## src/rtl/irx_defs.svh

```systemverilog
// offsets, field values, packet codes and timing counts of the rx link
`ifndef IRX_DEFS_SVH
`define IRX_DEFS_SVH
`define IRX_CLK_HZ 20000000
`define IRX_BIT_RATE_BPS 2000
`define IRX_HALF_BIT_CYC (`IRX_CLK_HZ / (2 * `IRX_BIT_RATE_BPS))
`define IRX_CE_FAST_MS 30
`define IRX_CE_SLOW_MS 250
`define IRX_CONV_MS 1000
`define IRX_MS_CYC(ms) ((ms) * (`IRX_CLK_HZ / 1000))
`define IRX_PREAMBLE_LAST 4'd10
`define IRX_BYTE_LAST 4'd10
`define IRX_HDR_SS 8'h01
`define IRX_HDR_EPT 8'h02
`define IRX_HDR_CE 8'h03
`define IRX_HDR_RP 8'h04
`define IRX_HDR_CFG 8'h51
`define IRX_HDR_ID 8'h71
`define IRX_EPT_UNKNOWN 8'h00
`define IRX_EPT_CHARGED 8'h01
`define IRX_EPT_NO_RESP 8'h08
`define IRX_VT_BAND0_MV 16'd7080
`define IRX_VT_BAND1_MV 16'd6280
`define IRX_VT_BAND2_MV 16'd5530
`define IRX_VT_BAND3_MV 16'd5110
`define IRX_VT_START_MV 16'd7200
`define IRX_TOL_MV 17'd40
`define IRX_CE_MAX 8'h7f
`define IRX_CE_MIN 8'h80
`define IRX_GAIN_RESET 16'd262
`define IRX_GAIN_SCALE 32'd1000
`define IRX_CFG_PAYLOAD 40'h0a00000100
`define IRX_RP_EVERY 2'd3
`define IRX_REG_CTRL 8'h00
`define IRX_REG_GAIN 8'h04
`define IRX_REG_STATUS 8'h08
`define IRX_REG_CE 8'h0c
`define IRX_CTRL_RESET 1'b1
`endif

```

## src/rtl/irx_pkg.sv

```systemverilog
// types shared by the rx link controller
package irx_pkg;
    typedef enum logic [2:0] {
        irx_off, irx_ss, irx_cfg, irx_id, irx_start, irx_run, irx_ept,
        irx_halt
    } irx_state_e;
    typedef enum logic [1:0] {frm_idle, frm_pre, frm_byte} irx_frame_e;
    typedef enum logic [2:0] {
        knd_ss, knd_cfg, knd_id, knd_ce, knd_rp, knd_ept
    } irx_kind_e;
    typedef struct packed {
        logic power;
        logic sel_a;
        logic sel_b;
        logic adapter;
        logic thermal;
    } irx_pins_s;
endpackage

```

## src/rtl/irx_biphase_tx.sv

```systemverilog
// differential biphase bit encoder driving the load modulation switch
`timescale 1ns/100ps
`include "irx_defs.svh"
module irx_biphase_tx
#(
    parameter int HALF_CYC = `IRX_HALF_BIT_CYC
)
(
    input wire logic pclk,
    input wire logic presetn,
    input wire logic bit_valid,
    input wire logic bit_value,
    output logic bit_ready,
    output logic mod_out
);
    logic busy, half, cur;
    logic next_busy, next_half, next_cur, next_mod;
    logic [15:0] cnt, next_cnt;
    logic end_half;

    if (HALF_CYC < 2 || HALF_CYC > 65535)
    begin : g_chk
        $error("half bit count out of range");
    end

    assign end_half = busy && (cnt == 16'(HALF_CYC - 1));
    // next bit is taken on the last cycle of the old one: no gap
    assign bit_ready = !busy || (half && end_half);

    always_comb
    begin
        next_busy = busy;
        next_half = half;
        next_cur = cur;
        next_mod = mod_out;
        next_cnt = cnt;
        if (busy)
        begin
            next_cnt = cnt + 16'h0001;
            if (end_half)
            begin
                next_cnt = 16'h0000;
                if (!half)
                begin
                    next_half = 1'b1;
                    if (cur)
                        next_mod = ~mod_out;
                end
                else
                    next_busy = 1'b0;
            end
        end
        if (bit_valid && bit_ready)
        begin
            next_busy = 1'b1;
            next_half = 1'b0;
            next_cnt = 16'h0000;
            next_cur = bit_value;
            next_mod = ~mod_out;
        end
    end

    always_ff @(posedge pclk or negedge presetn)
    begin
        if (!presetn)
        begin
            busy <= 1'b0;
            half <= 1'b0;
            cur <= 1'b0;
            mod_out <= 1'b0;
            cnt <= 16'h0000;
        end
        else
        begin
            busy <= next_busy;
            half <= next_half;
            cur <= next_cur;
            mod_out <= next_mod;
            cnt <= next_cnt;
        end
    end
endmodule

```

## src/rtl/irx_link_ctrl.sv

```systemverilog
// rx power link controller: start-up, main loop, packets, apb registers
//
// Chosen here: the register offsets and the APB interface to the registers.
`timescale 1ns/100ps
`include "irx_defs.svh"
module irx_link_ctrl
    import irx_pkg::*;
#(
    parameter int HALF_BIT_CYC = `IRX_HALF_BIT_CYC,
    parameter int CE_FAST_CYC = `IRX_MS_CYC(`IRX_CE_FAST_MS),
    parameter int CE_SLOW_CYC = `IRX_MS_CYC(`IRX_CE_SLOW_MS),
    parameter int CONV_CYC = `IRX_MS_CYC(`IRX_CONV_MS),
    // identification payload: value is arbitrary
    parameter logic [55:0] ID_PAYLOAD = 56'h10_5a5a_0000_0001
)
(
    input wire logic pclk,
    input wire logic presetn,
    input wire logic [7:0] paddr,
    input wire logic psel,
    input wire logic penable,
    input wire logic pwrite,
    input wire logic [31:0] pwdata,
    output logic [31:0] prdata,
    output logic pready,
    output logic pslverr,
    input wire logic coil_power,
    input wire logic mode_select_a,
    input wire logic mode_select_b,
    input wire logic adapter_detect,
    input wire logic thermal_control_input,
    input wire logic [11:0] output_current_ma,
    input wire logic [15:0] rectifier_voltage,
    input wire logic [11:0] power_sense_input,
    input wire logic [15:0] limit_set_resistance,
    output logic mod_switch,
    output logic output_supply_en
);
    if (CE_FAST_CYC < 1 || CE_SLOW_CYC >= 2**25 || CONV_CYC >= 2**25 ||
        CE_FAST_CYC > CE_SLOW_CYC)
    begin : g_chk
        $error("timer counts out of range");
    end

    irx_pins_s pins_meta, pins;
    irx_state_e state, next_state;
    irx_kind_e kind, next_kind;
    irx_frame_e fstate, next_fstate;
    logic [24:0] timer, next_timer, conv, next_conv;
    logic [1:0] rpcnt, next_rpcnt, band, next_band;
    logic [15:0] target, next_target, band_mv, gain, next_gain;
    logic [7:0] ce_last, next_ce_last, rp_last, next_rp_last;
    logic [7:0] reason, next_reason, cur_byte, hdr, fchk, next_fchk;
    logic [7:0] ce_calc;
    logic out_en, next_out_en, ctrl_en, next_ctrl_en, launch, pkt_done;
    logic [3:0] fcnt, next_fcnt, fidx, next_fidx, plen, sel_idx;
    logic [10:0] fsr, next_fsr;
    logic [55:0] payload, shifted;
    logic [27:0] load_prod;
    logic [31:0] p5, p10, kq, next_prdata;
    logic signed [16:0] diff, q;
    logic [16:0] mag;
    logic at_target, shutdown, fidle, bit_ready, bit_take, bit_value;
    logic next_pready, next_pslverr;

    // pins come from outside the clock domain
    always_ff @(posedge pclk or negedge presetn)
    begin
        if (!presetn)
        begin
            pins_meta <= '0;
            pins <= '0;
        end
        else
        begin
            pins_meta <= {coil_power, mode_select_a, mode_select_b,
                          adapter_detect, thermal_control_input};
            pins <= pins_meta;
        end
    end

    // divide-free compare: i*r against fractions of the gain constant
    assign load_prod = output_current_ma * limit_set_resistance;
    assign p5 = {4'h0, load_prod} * 32'd5;
    assign p10 = {p5[30:0], 1'b0};
    assign kq = {16'h0000, gain} * `IRX_GAIN_SCALE;
    assign diff = $signed({1'b0, target}) - $signed({1'b0, rectifier_voltage});
    assign mag = diff[16] ? 17'(-diff) : 17'(diff);
    assign at_target = mag <= `IRX_TOL_MV;
    assign q = diff >>> 5;
    assign shutdown = pins.thermal | pins.sel_a |
                      (!pins.sel_b & pins.adapter);
    assign fidle = fstate == frm_idle;

    always_comb
    begin
        if (p10 < kq)
            next_band = 2'd0;
        else if (p5 < kq)
            next_band = 2'd1;
        else if (p5 < {kq[30:0], 1'b0})
            next_band = 2'd2;
        else
            next_band = 2'd3;
        case (band)
            2'd0: band_mv = `IRX_VT_BAND0_MV;
            2'd1: band_mv = `IRX_VT_BAND1_MV;
            2'd2: band_mv = `IRX_VT_BAND2_MV;
            default: band_mv = `IRX_VT_BAND3_MV;
        endcase
        if (at_target)
            ce_calc = 8'h00;
        else if (q > 17'sd127)
            ce_calc = `IRX_CE_MAX;
        else if (q < -17'sd128)
            ce_calc = `IRX_CE_MIN;
        else
            ce_calc = q[7:0];
    end

    // packet content per kind
    always_comb
    begin
        payload = 56'h0;
        case (kind)
            knd_ss:
            begin
                hdr = `IRX_HDR_SS;
                plen = 4'd1;
                payload[55:48] = rectifier_voltage[13:6];
            end
            knd_cfg:
            begin
                hdr = `IRX_HDR_CFG;
                plen = 4'd5;
                payload[55:16] = `IRX_CFG_PAYLOAD;
            end
            knd_id:
            begin
                hdr = `IRX_HDR_ID;
                plen = 4'd7;
                payload = ID_PAYLOAD;
            end
            knd_ce:
            begin
                hdr = `IRX_HDR_CE;
                plen = 4'd1;
                payload[55:48] = ce_last;
            end
            knd_rp:
            begin
                hdr = `IRX_HDR_RP;
                plen = 4'd1;
                payload[55:48] = rp_last;
            end
            default:
            begin
                hdr = `IRX_HDR_EPT;
                plen = 4'd1;
                payload[55:48] = reason;
            end
        endcase
        sel_idx = (fstate == frm_pre) ? 4'd0 : fidx + 4'd1;
        shifted = payload << {sel_idx - 4'd1, 3'b000};
        if (sel_idx == 4'd0)
            cur_byte = hdr;
        else if (sel_idx == plen + 4'd1)
            cur_byte = fchk;
        else
            cur_byte = shifted[55:48];
    end

    // control sequence; waits for an idle framer before each packet
    always_comb
    begin
        next_state = state;
        next_kind = kind;
        next_timer = timer;
        next_conv = conv;
        next_rpcnt = rpcnt;
        next_ce_last = ce_last;
        next_rp_last = rp_last;
        next_reason = reason;
        next_out_en = out_en;
        next_target = (state == irx_run) ? band_mv : `IRX_VT_START_MV;
        launch = 1'b0;
        case (state)
            irx_off:
                if (pins.power && ctrl_en)
                begin
                    if (shutdown)
                    begin
                        next_state = irx_ept;
                        next_reason = (pins.sel_a && pins.sel_b) ?
                            `IRX_EPT_CHARGED : `IRX_EPT_UNKNOWN;
                    end
                    else
                        next_state = irx_ss;
                end
            irx_ss, irx_cfg, irx_id, irx_start:
            begin
                if (fidle)
                begin
                    launch = 1'b1;
                    next_kind = (state == irx_ss) ? knd_ss :
                                (state == irx_cfg) ? knd_cfg :
                                (state == irx_id) ? knd_id : knd_ce;
                    next_ce_last = ce_calc;
                end
                if (pkt_done)
                begin
                    next_state = irx_state_e'(state + 3'd1);
                    next_out_en = state == irx_start;
                    next_timer = 25'd0;
                    next_conv = 25'd0;
                end
            end
            irx_run:
            begin
                next_conv = at_target ? 25'd0 : conv + 25'd1;
                if (timer != 25'd0)
                    next_timer = timer - 25'd1;
                if (fidle && (timer == 25'd0))
                begin
                    launch = 1'b1;
                    next_timer = at_target ? 25'(CE_SLOW_CYC - 1) :
                                             25'(CE_FAST_CYC - 1);
                    if (rpcnt == `IRX_RP_EVERY)
                    begin
                        next_kind = knd_rp;
                        next_rp_last = power_sense_input[11:4];
                        next_rpcnt = 2'd0;
                    end
                    else
                    begin
                        next_kind = knd_ce;
                        next_ce_last = ce_calc;
                        next_rpcnt = rpcnt + 2'd1;
                    end
                end
            end
            irx_ept:
                if (fidle)
                begin
                    launch = 1'b1;
                    next_kind = knd_ept;
                end
                else if (pkt_done)
                    next_state = irx_halt;
            default:
                next_state = irx_halt;
        endcase
        if (fidle && ((state == irx_ss) || (state == irx_cfg) ||
            (state == irx_id) || (state == irx_start) ||
            (state == irx_run)))
        begin
            if (shutdown)
            begin
                launch = 1'b0;
                next_state = irx_ept;
                next_out_en = 1'b0;
                next_reason = (pins.sel_a && pins.sel_b) ?
                    `IRX_EPT_CHARGED : `IRX_EPT_UNKNOWN;
            end
            else if (state == irx_run && conv >= 25'(CONV_CYC))
            begin
                launch = 1'b0;
                next_state = irx_ept;
                next_out_en = 1'b0;
                next_reason = `IRX_EPT_NO_RESP;
            end
        end
        if (!pins.power)
        begin
            launch = 1'b0;
            next_state = irx_off;
            next_out_en = 1'b0;
            next_rpcnt = 2'd0;
        end
    end

    // framer: 11 preamble ones, then start, 8 data lsb first, odd, stop
    assign bit_take = !fidle && bit_ready;
    assign bit_value = (fstate == frm_pre) ? 1'b1 : fsr[0];
    always_comb
    begin
        next_fstate = fstate;
        next_fcnt = fcnt;
        next_fidx = fidx;
        next_fsr = fsr;
        next_fchk = fchk;
        pkt_done = 1'b0;
        if (launch)
        begin
            next_fstate = frm_pre;
            next_fcnt = 4'd0;
            next_fidx = 4'd0;
            next_fchk = 8'h00;
        end
        else if (bit_take)
        begin
            next_fcnt = fcnt + 4'd1;
            next_fsr = {1'b0, fsr[10:1]};
            if (fcnt == `IRX_BYTE_LAST)
            begin
                next_fcnt = 4'd0;
                next_fsr = {1'b1, ~^cur_byte, cur_byte, 1'b0};
                next_fchk = fchk ^ cur_byte;
                next_fstate = frm_byte;
                if (fstate == frm_byte)
                    next_fidx = fidx + 4'd1;
                if (fstate == frm_byte && fidx == plen + 4'd1)
                begin
                    next_fstate = frm_idle;
                    pkt_done = 1'b1;
                end
            end
        end
    end

    irx_biphase_tx #(
        .HALF_CYC(HALF_BIT_CYC)
    ) u_bits (
        .pclk(pclk),
        .presetn(presetn),
        .bit_valid(!fidle),
        .bit_value(bit_value),
        .bit_ready(bit_ready),
        .mod_out(mod_switch)
    );

    // apb slave: one wait state, reads registered, writes on pready
    always_comb
    begin
        next_pready = psel && penable && !pready;
        next_pslverr = 1'b0;
        next_prdata = prdata;
        next_ctrl_en = ctrl_en;
        next_gain = gain;
        if (next_pready)
        begin
            next_prdata = 32'h0;
            case (paddr)
                `IRX_REG_CTRL: next_prdata = {31'h0, ctrl_en};
                `IRX_REG_GAIN: next_prdata = {16'h0, gain};
                `IRX_REG_STATUS:
                    next_prdata = {16'h0, reason, 2'b00, band, out_en, state};
                `IRX_REG_CE: next_prdata = {target, 8'h00, ce_last};
                default: next_pslverr = 1'b1;
            endcase
        end
        if (psel && penable && pready && pwrite)
        begin
            if (paddr == `IRX_REG_CTRL)
                next_ctrl_en = pwdata[0];
            if (paddr == `IRX_REG_GAIN)
                next_gain = pwdata[15:0];
        end
    end

    always_ff @(posedge pclk or negedge presetn)
    begin
        if (!presetn)
        begin
            state <= irx_off;
            kind <= knd_ss;
            timer <= 25'd0;
            conv <= 25'd0;
            rpcnt <= 2'd0;
            band <= 2'd0;
            target <= `IRX_VT_START_MV;
            ce_last <= 8'h00;
            rp_last <= 8'h00;
            reason <= `IRX_EPT_UNKNOWN;
            out_en <= 1'b0;
            fstate <= frm_idle;
            fcnt <= 4'd0;
            fidx <= 4'd0;
            fsr <= 11'h7ff;
            fchk <= 8'h00;
            prdata <= 32'h0;
            pready <= 1'b0;
            pslverr <= 1'b0;
            ctrl_en <= `IRX_CTRL_RESET;
            gain <= `IRX_GAIN_RESET;
            output_supply_en <= 1'b0;
        end
        else
        begin
            state <= next_state;
            kind <= next_kind;
            timer <= next_timer;
            conv <= next_conv;
            rpcnt <= next_rpcnt;
            band <= next_band;
            target <= next_target;
            ce_last <= next_ce_last;
            rp_last <= next_rp_last;
            reason <= next_reason;
            out_en <= next_out_en;
            fstate <= pins.power ? next_fstate : frm_idle;
            fcnt <= next_fcnt;
            fidx <= next_fidx;
            fsr <= next_fsr;
            fchk <= next_fchk;
            prdata <= next_prdata;
            pready <= next_pready;
            pslverr <= next_pslverr;
            ctrl_en <= next_ctrl_en;
            gain <= next_gain;
            output_supply_en <= next_out_en;
        end
    end
endmodule

```

## config.mk

```make
export PLATFORM = sky130hd
export DESIGN_NAME = irx_link_ctrl
export DESIGN_NICKNAME = d
export VERILOG_FILES = /design/src/rtl/irx_pkg.sv /design/src/rtl/irx_biphase_tx.sv /design/src/rtl/irx_link_ctrl.sv
export VERILOG_INCLUDE_DIRS = /design/src /design/src/rtl
export SDC_FILE = /design/constraint.sdc
export NUM_CORES = 1
export LEC_CHECK = 0
export BUFFER_PORTS_ARGS = -buffer_cell sky130_fd_sc_hd__buf_2
export CAP_MARGIN = 20
export CORE_MARGIN = 5
export CORE_UTILIZATION = 40
export CTS_CLUSTER_DIAMETER = 50
export DETAILED_ROUTE_END_ITERATION = 10
export PLACE_DENSITY = 0.58
export SYNTH_ARGS = -nofsm -noshare
export SYNTH_HDL_FRONTEND = slang
export SYNTH_SLANG_ARGS = --single-unit
```

## constraint.sdc

```tcl
create_clock -name pclk -period 8.1 [get_ports pclk]
set_input_delay 0.405 -clock pclk [delete_from_list [all_inputs] [get_ports pclk]]
set_output_delay 0.405 -clock pclk [all_outputs]
set_load 0.03 [all_outputs]
```

==> metrics list <==
- Vias: 19.03k
* Final cycle utilization of the critical path: 0.9536
* Critical Path Fanout Max: 6
- Vias in the first global route: 19.58k
* Final critical-path setup slack: 0.3761 ns
- The final hold violation count came to 11.
- Worst min path class: in2async
* Type of origin of the critical path: primary input
- Min Clock Period, post-route: 7.724 ns
- Most instantiated flip-flop cell in the synthesis netlist: sky130_fd_sc_hd__dfrtp_1
* Layout overhead on the synthesized area: 14.14%
- Element type at the critical path end: register
* Number of nets with antenna violations after routing: 0
- Total Wirelength: 56060 µm
- Master cell of the clock root buffer: sky130_fd_sc_hd__clkbuf_16
- For this run, the register share of the synthesized area comes to 0.2174.
* Cell taking the most area after synthesis: sky130_fd_sc_hd__dfrtp_1
* Per-cell via count in the routed design: 5.315
* Arrival @ worst endpoint: 7.98 ns
- The detailed router finished its first iteration with 899 violations.
* Global router's overall resource usage: 0.1780
- Area of the multi-input gates: 16750 µm²
- Averaged over all synthesized cells, the footprint is 8.769 µm².
- The final reports fail on hold timing.
* Register area: 4977 µm²
- On the critical path, the stage with the largest delay is an instance of sky130_fd_sc_hd__fa_1.
- Final antenna diode count: 0
- Fraction of final layout cells sized beyond drive strength 1: 0.1543
- Hold timing on the final database bottoms out at a slack of -0.02052 ns.
- Counting every sink on the clock net gives 198.
- EDFF count, synth: 0
- For this design the top-level I/O count stands at 142.
- The floorplan has 87 rows.
- The total overflow left after global routing is 0.
* Max H-tree Level: 4
- Maximum operating frequency: 0.1295 GHz
- Slowest stage delay, CP: 0.55 ns
- Global placement routability congestion: 0.8749
* Clock Pin Slew Worst Setup and Hold Paths: 0.07 ns
- Worst Skew: 0.01377 ns
* HPWL after detailed placement: 45410 µm
- Synth Cell Area: 22900 µm²
- Yosys warnings: 0
* Antenna violations before repair: 0
- Number of distinct library cells after synthesis: 94
* Core area: 56500 µm²
- Total CTS buffers: 17
* Die area: 62120 µm²
- The share of synthesized area in the top cell type comes to 0.1967.
- The clock reaches the later pin of the worst-skew pair after 0.45 ns.
- Reg2reg setup slack: 1.52 ns
- Buffer depth of the longest clock path: 2
- Leaving out filler cells and counting taps, the final layout contains 3581.
- Critical path class: in2reg
* Die X-Extent: 249.2 µm
- IO Port Bufs: 117
- DRC violations left: 0
- Max-cap violations in this run came to 0.
- TritonCTS built the clock tree.
- Post-DR wirelength/cell: 15.66 µm
- Fillers: 5588
* Syn Inst Count: 2611
* Maximum number of pins on one net before global-route repair: 83
* Top cells by area in the synthesized netlist: sky130_fd_sc_hd__dfrtp_1, sky130_fd_sc_hd__fa_1, sky130_fd_sc_hd__ha_1, sky130_fd_sc_hd__nand2_1, sky130_fd_sc_hd__inv_1
- Critical Path Most Common Cell: sky130_fd_sc_hd__fa_1
- Pre-CTS setup slack: -0.3114 ns
* Starting utilization of the core area: 0.4053
* Register bit total from synthesis: 198
- The first detailed-routing pass took 5 iterations.
* Total Nets Final: 3373
- Global-route wire length before repair: 94950 µm
* Required time worst endpoint: 8.36 ns
- Counting tap cells, the placed design contains a total of 3544 instances.
- Status: finished, violations left
- For the pin with the worst max-slew slack, the measured transition is 1.020 ns.
- In the final timing run, aggregate negative setup slack is 0 ns.
* Die span in y: 249.2 µm
- Slew margin rel.: 0.3152
* Share of flip-flops with an asynchronous set or reset: 1.000
- Endpoints failing setup: 0
- Final Slew Violations: 0
## timing repair
action                                  CTS  global route
setup buffers                             0             5
gates resized for setup                   0            63
endpoints found under the setup margin    0             2
hold endpoints to repair                  0             0
hold buffers                              0             0
## logic make-up (layout without fill, tap and decap cells)
family	Yosys count	count (layout)	synth area share
AND/OR/NAND/NOR	878	878	0.1839
AO/OA/AOI/OAI	532	532	0.1520
adder cells (fa/ha/maj)	455	455	0.3129
buffers and inverters	378	589	0.06372
flip-flops	198	198	0.2174
XOR/XNOR	127	127	0.04951
multiplexers	42	42	0.02038
other	1	4	0.0001638
## area by class of cell
cell class	count	area share
inverters	281	0.04036
multi-input cells	2038	0.6408
clock buffers	19	0.01657
clock inverters	13	0.005506
flip-flops and latches	198	0.1905
repair buffers	276	0.07014
well taps	756	0.03619
## per-layer routing
layer	part of all wire	vias up	global-route usage
met3	0.024	56	0.01733
met5	0	-	0
li1	-	9300	-
met1	0.43	9405	0.2215
met4	0.018	0	0.04171
met2	0.53	271	0.3327
## per-stage QoR
step	cell area [µm²]	util	hold slack (ns)
2_1_floorplan	22920	-	0.1094
6_report	26130	0.4626	-0.02052
4_1_cts	25820	0.4570	0.003826
3_3_place_gp	25240	0.4468	0.3429
3_5_place_dp	25240	0.4468	0.3355
5_1_grt	26130	0.4626	0.02639
## cell usage after synthesis, drive strengths merged, types with 13 or more instances
cell / n
nand2: 337
inv: 280
ha: 259
fa: 196
nor2: 183
dfrtp: 180
o21ai: 137
a21oi: 125
xnor2: 79
clkbuf: 74
and2: 72
nand3: 59
xor2: 47
nor3: 46
a21o: 37
nand2b: 35
and3: 29
mux2: 24
a31oi: 23
buf: 23
nor4: 22
o31ai: 21
a22o: 20
a211oi: 18
dfstp: 18
or3: 18
mux2i: 17
o21a: 16
nand4: 15
a22oi: 14
or4: 14
o211ai: 13
o21bai: 13
## placed cells by master (no fill, tap or decap), types with 16 or more instances in the layout
cell                        netlist  final
sky130_fd_sc_hd__and2_1          72     72
sky130_fd_sc_hd__ha_1           259    250
sky130_fd_sc_hd__or3_1           18     18
sky130_fd_sc_hd__xnor2_1         79     75
sky130_fd_sc_hd__nor4_1          17     16
sky130_fd_sc_hd__o21ai_0        128    118
sky130_fd_sc_hd__mux2i_1         17     17
sky130_fd_sc_hd__o31ai_1         20     19
sky130_fd_sc_hd__dfrtp_1        180    180
sky130_fd_sc_hd__a21oi_1        122    111
sky130_fd_sc_hd__fa_1           196    194
sky130_fd_sc_hd__buf_4            7    156
sky130_fd_sc_hd__a211oi_1        18     16
sky130_fd_sc_hd__nand3_1         59     58
sky130_fd_sc_hd__inv_1          280    279
sky130_fd_sc_hd__a21o_1          37     37
sky130_fd_sc_hd__nand2b_1        35     35
sky130_fd_sc_hd__mux2_2          23     23
sky130_fd_sc_hd__dfstp_2         18     18
sky130_fd_sc_hd__buf_2           11    111
sky130_fd_sc_hd__a22o_1          20     20
sky130_fd_sc_hd__o21a_1          16     16
sky130_fd_sc_hd__nor2_1         181    178
sky130_fd_sc_hd__and3_1          29     29
sky130_fd_sc_hd__a31oi_1         23     22
sky130_fd_sc_hd__clkbuf_16        0     17
sky130_fd_sc_hd__nand2_1        335    335
sky130_fd_sc_hd__nor3_1          46     45
sky130_fd_sc_hd__xor2_1          46     45
## registers in the layout, summed over array words and instances, names as in the netlist, 4 cells and up
signal      cells
timer          25
target          9
fidx            4
fsr            11
conv           25
gain           16
ce_last         8
reason          8
pins_meta       5
fcnt            4
fchk            8
rp_last         8
pins            5
prdata         26
u_bits.cnt     16
## worst paths after layout
check                      cells after the start               startpoint                endpoint
max                                           39  limit_set_resistance[3]       band[1]$_DFF_PN0_
min                                            1                  presetn  prdata[20]$_DFFE_PN0P_
max reg2reg                                   23      gain[2]$_DFFE_PN1P_       band[1]$_DFF_PN0_
min reg2reg                                    0   pins_meta[1]$_DFF_PN0_       pins[1]$_DFF_PN0_
max in group asynchronous                      2                  presetn       pins[0]$_DFF_PN0_
min in group pclk                              1            mode_select_b  pins_meta[2]$_DFF_PN0_
## critical path, delay by kind of cell
kind            cells  cell delay, ns
fa+ha+maj           9            3.74
compound gates     12            1.82
simple gates       10            1.03
buf+inv             6            0.58
xor+xnor            2            0.37
Power is left out: the tool's default activity adds up to more than one toggle a clock period on the data nets, which glitch-free logic cannot reach.
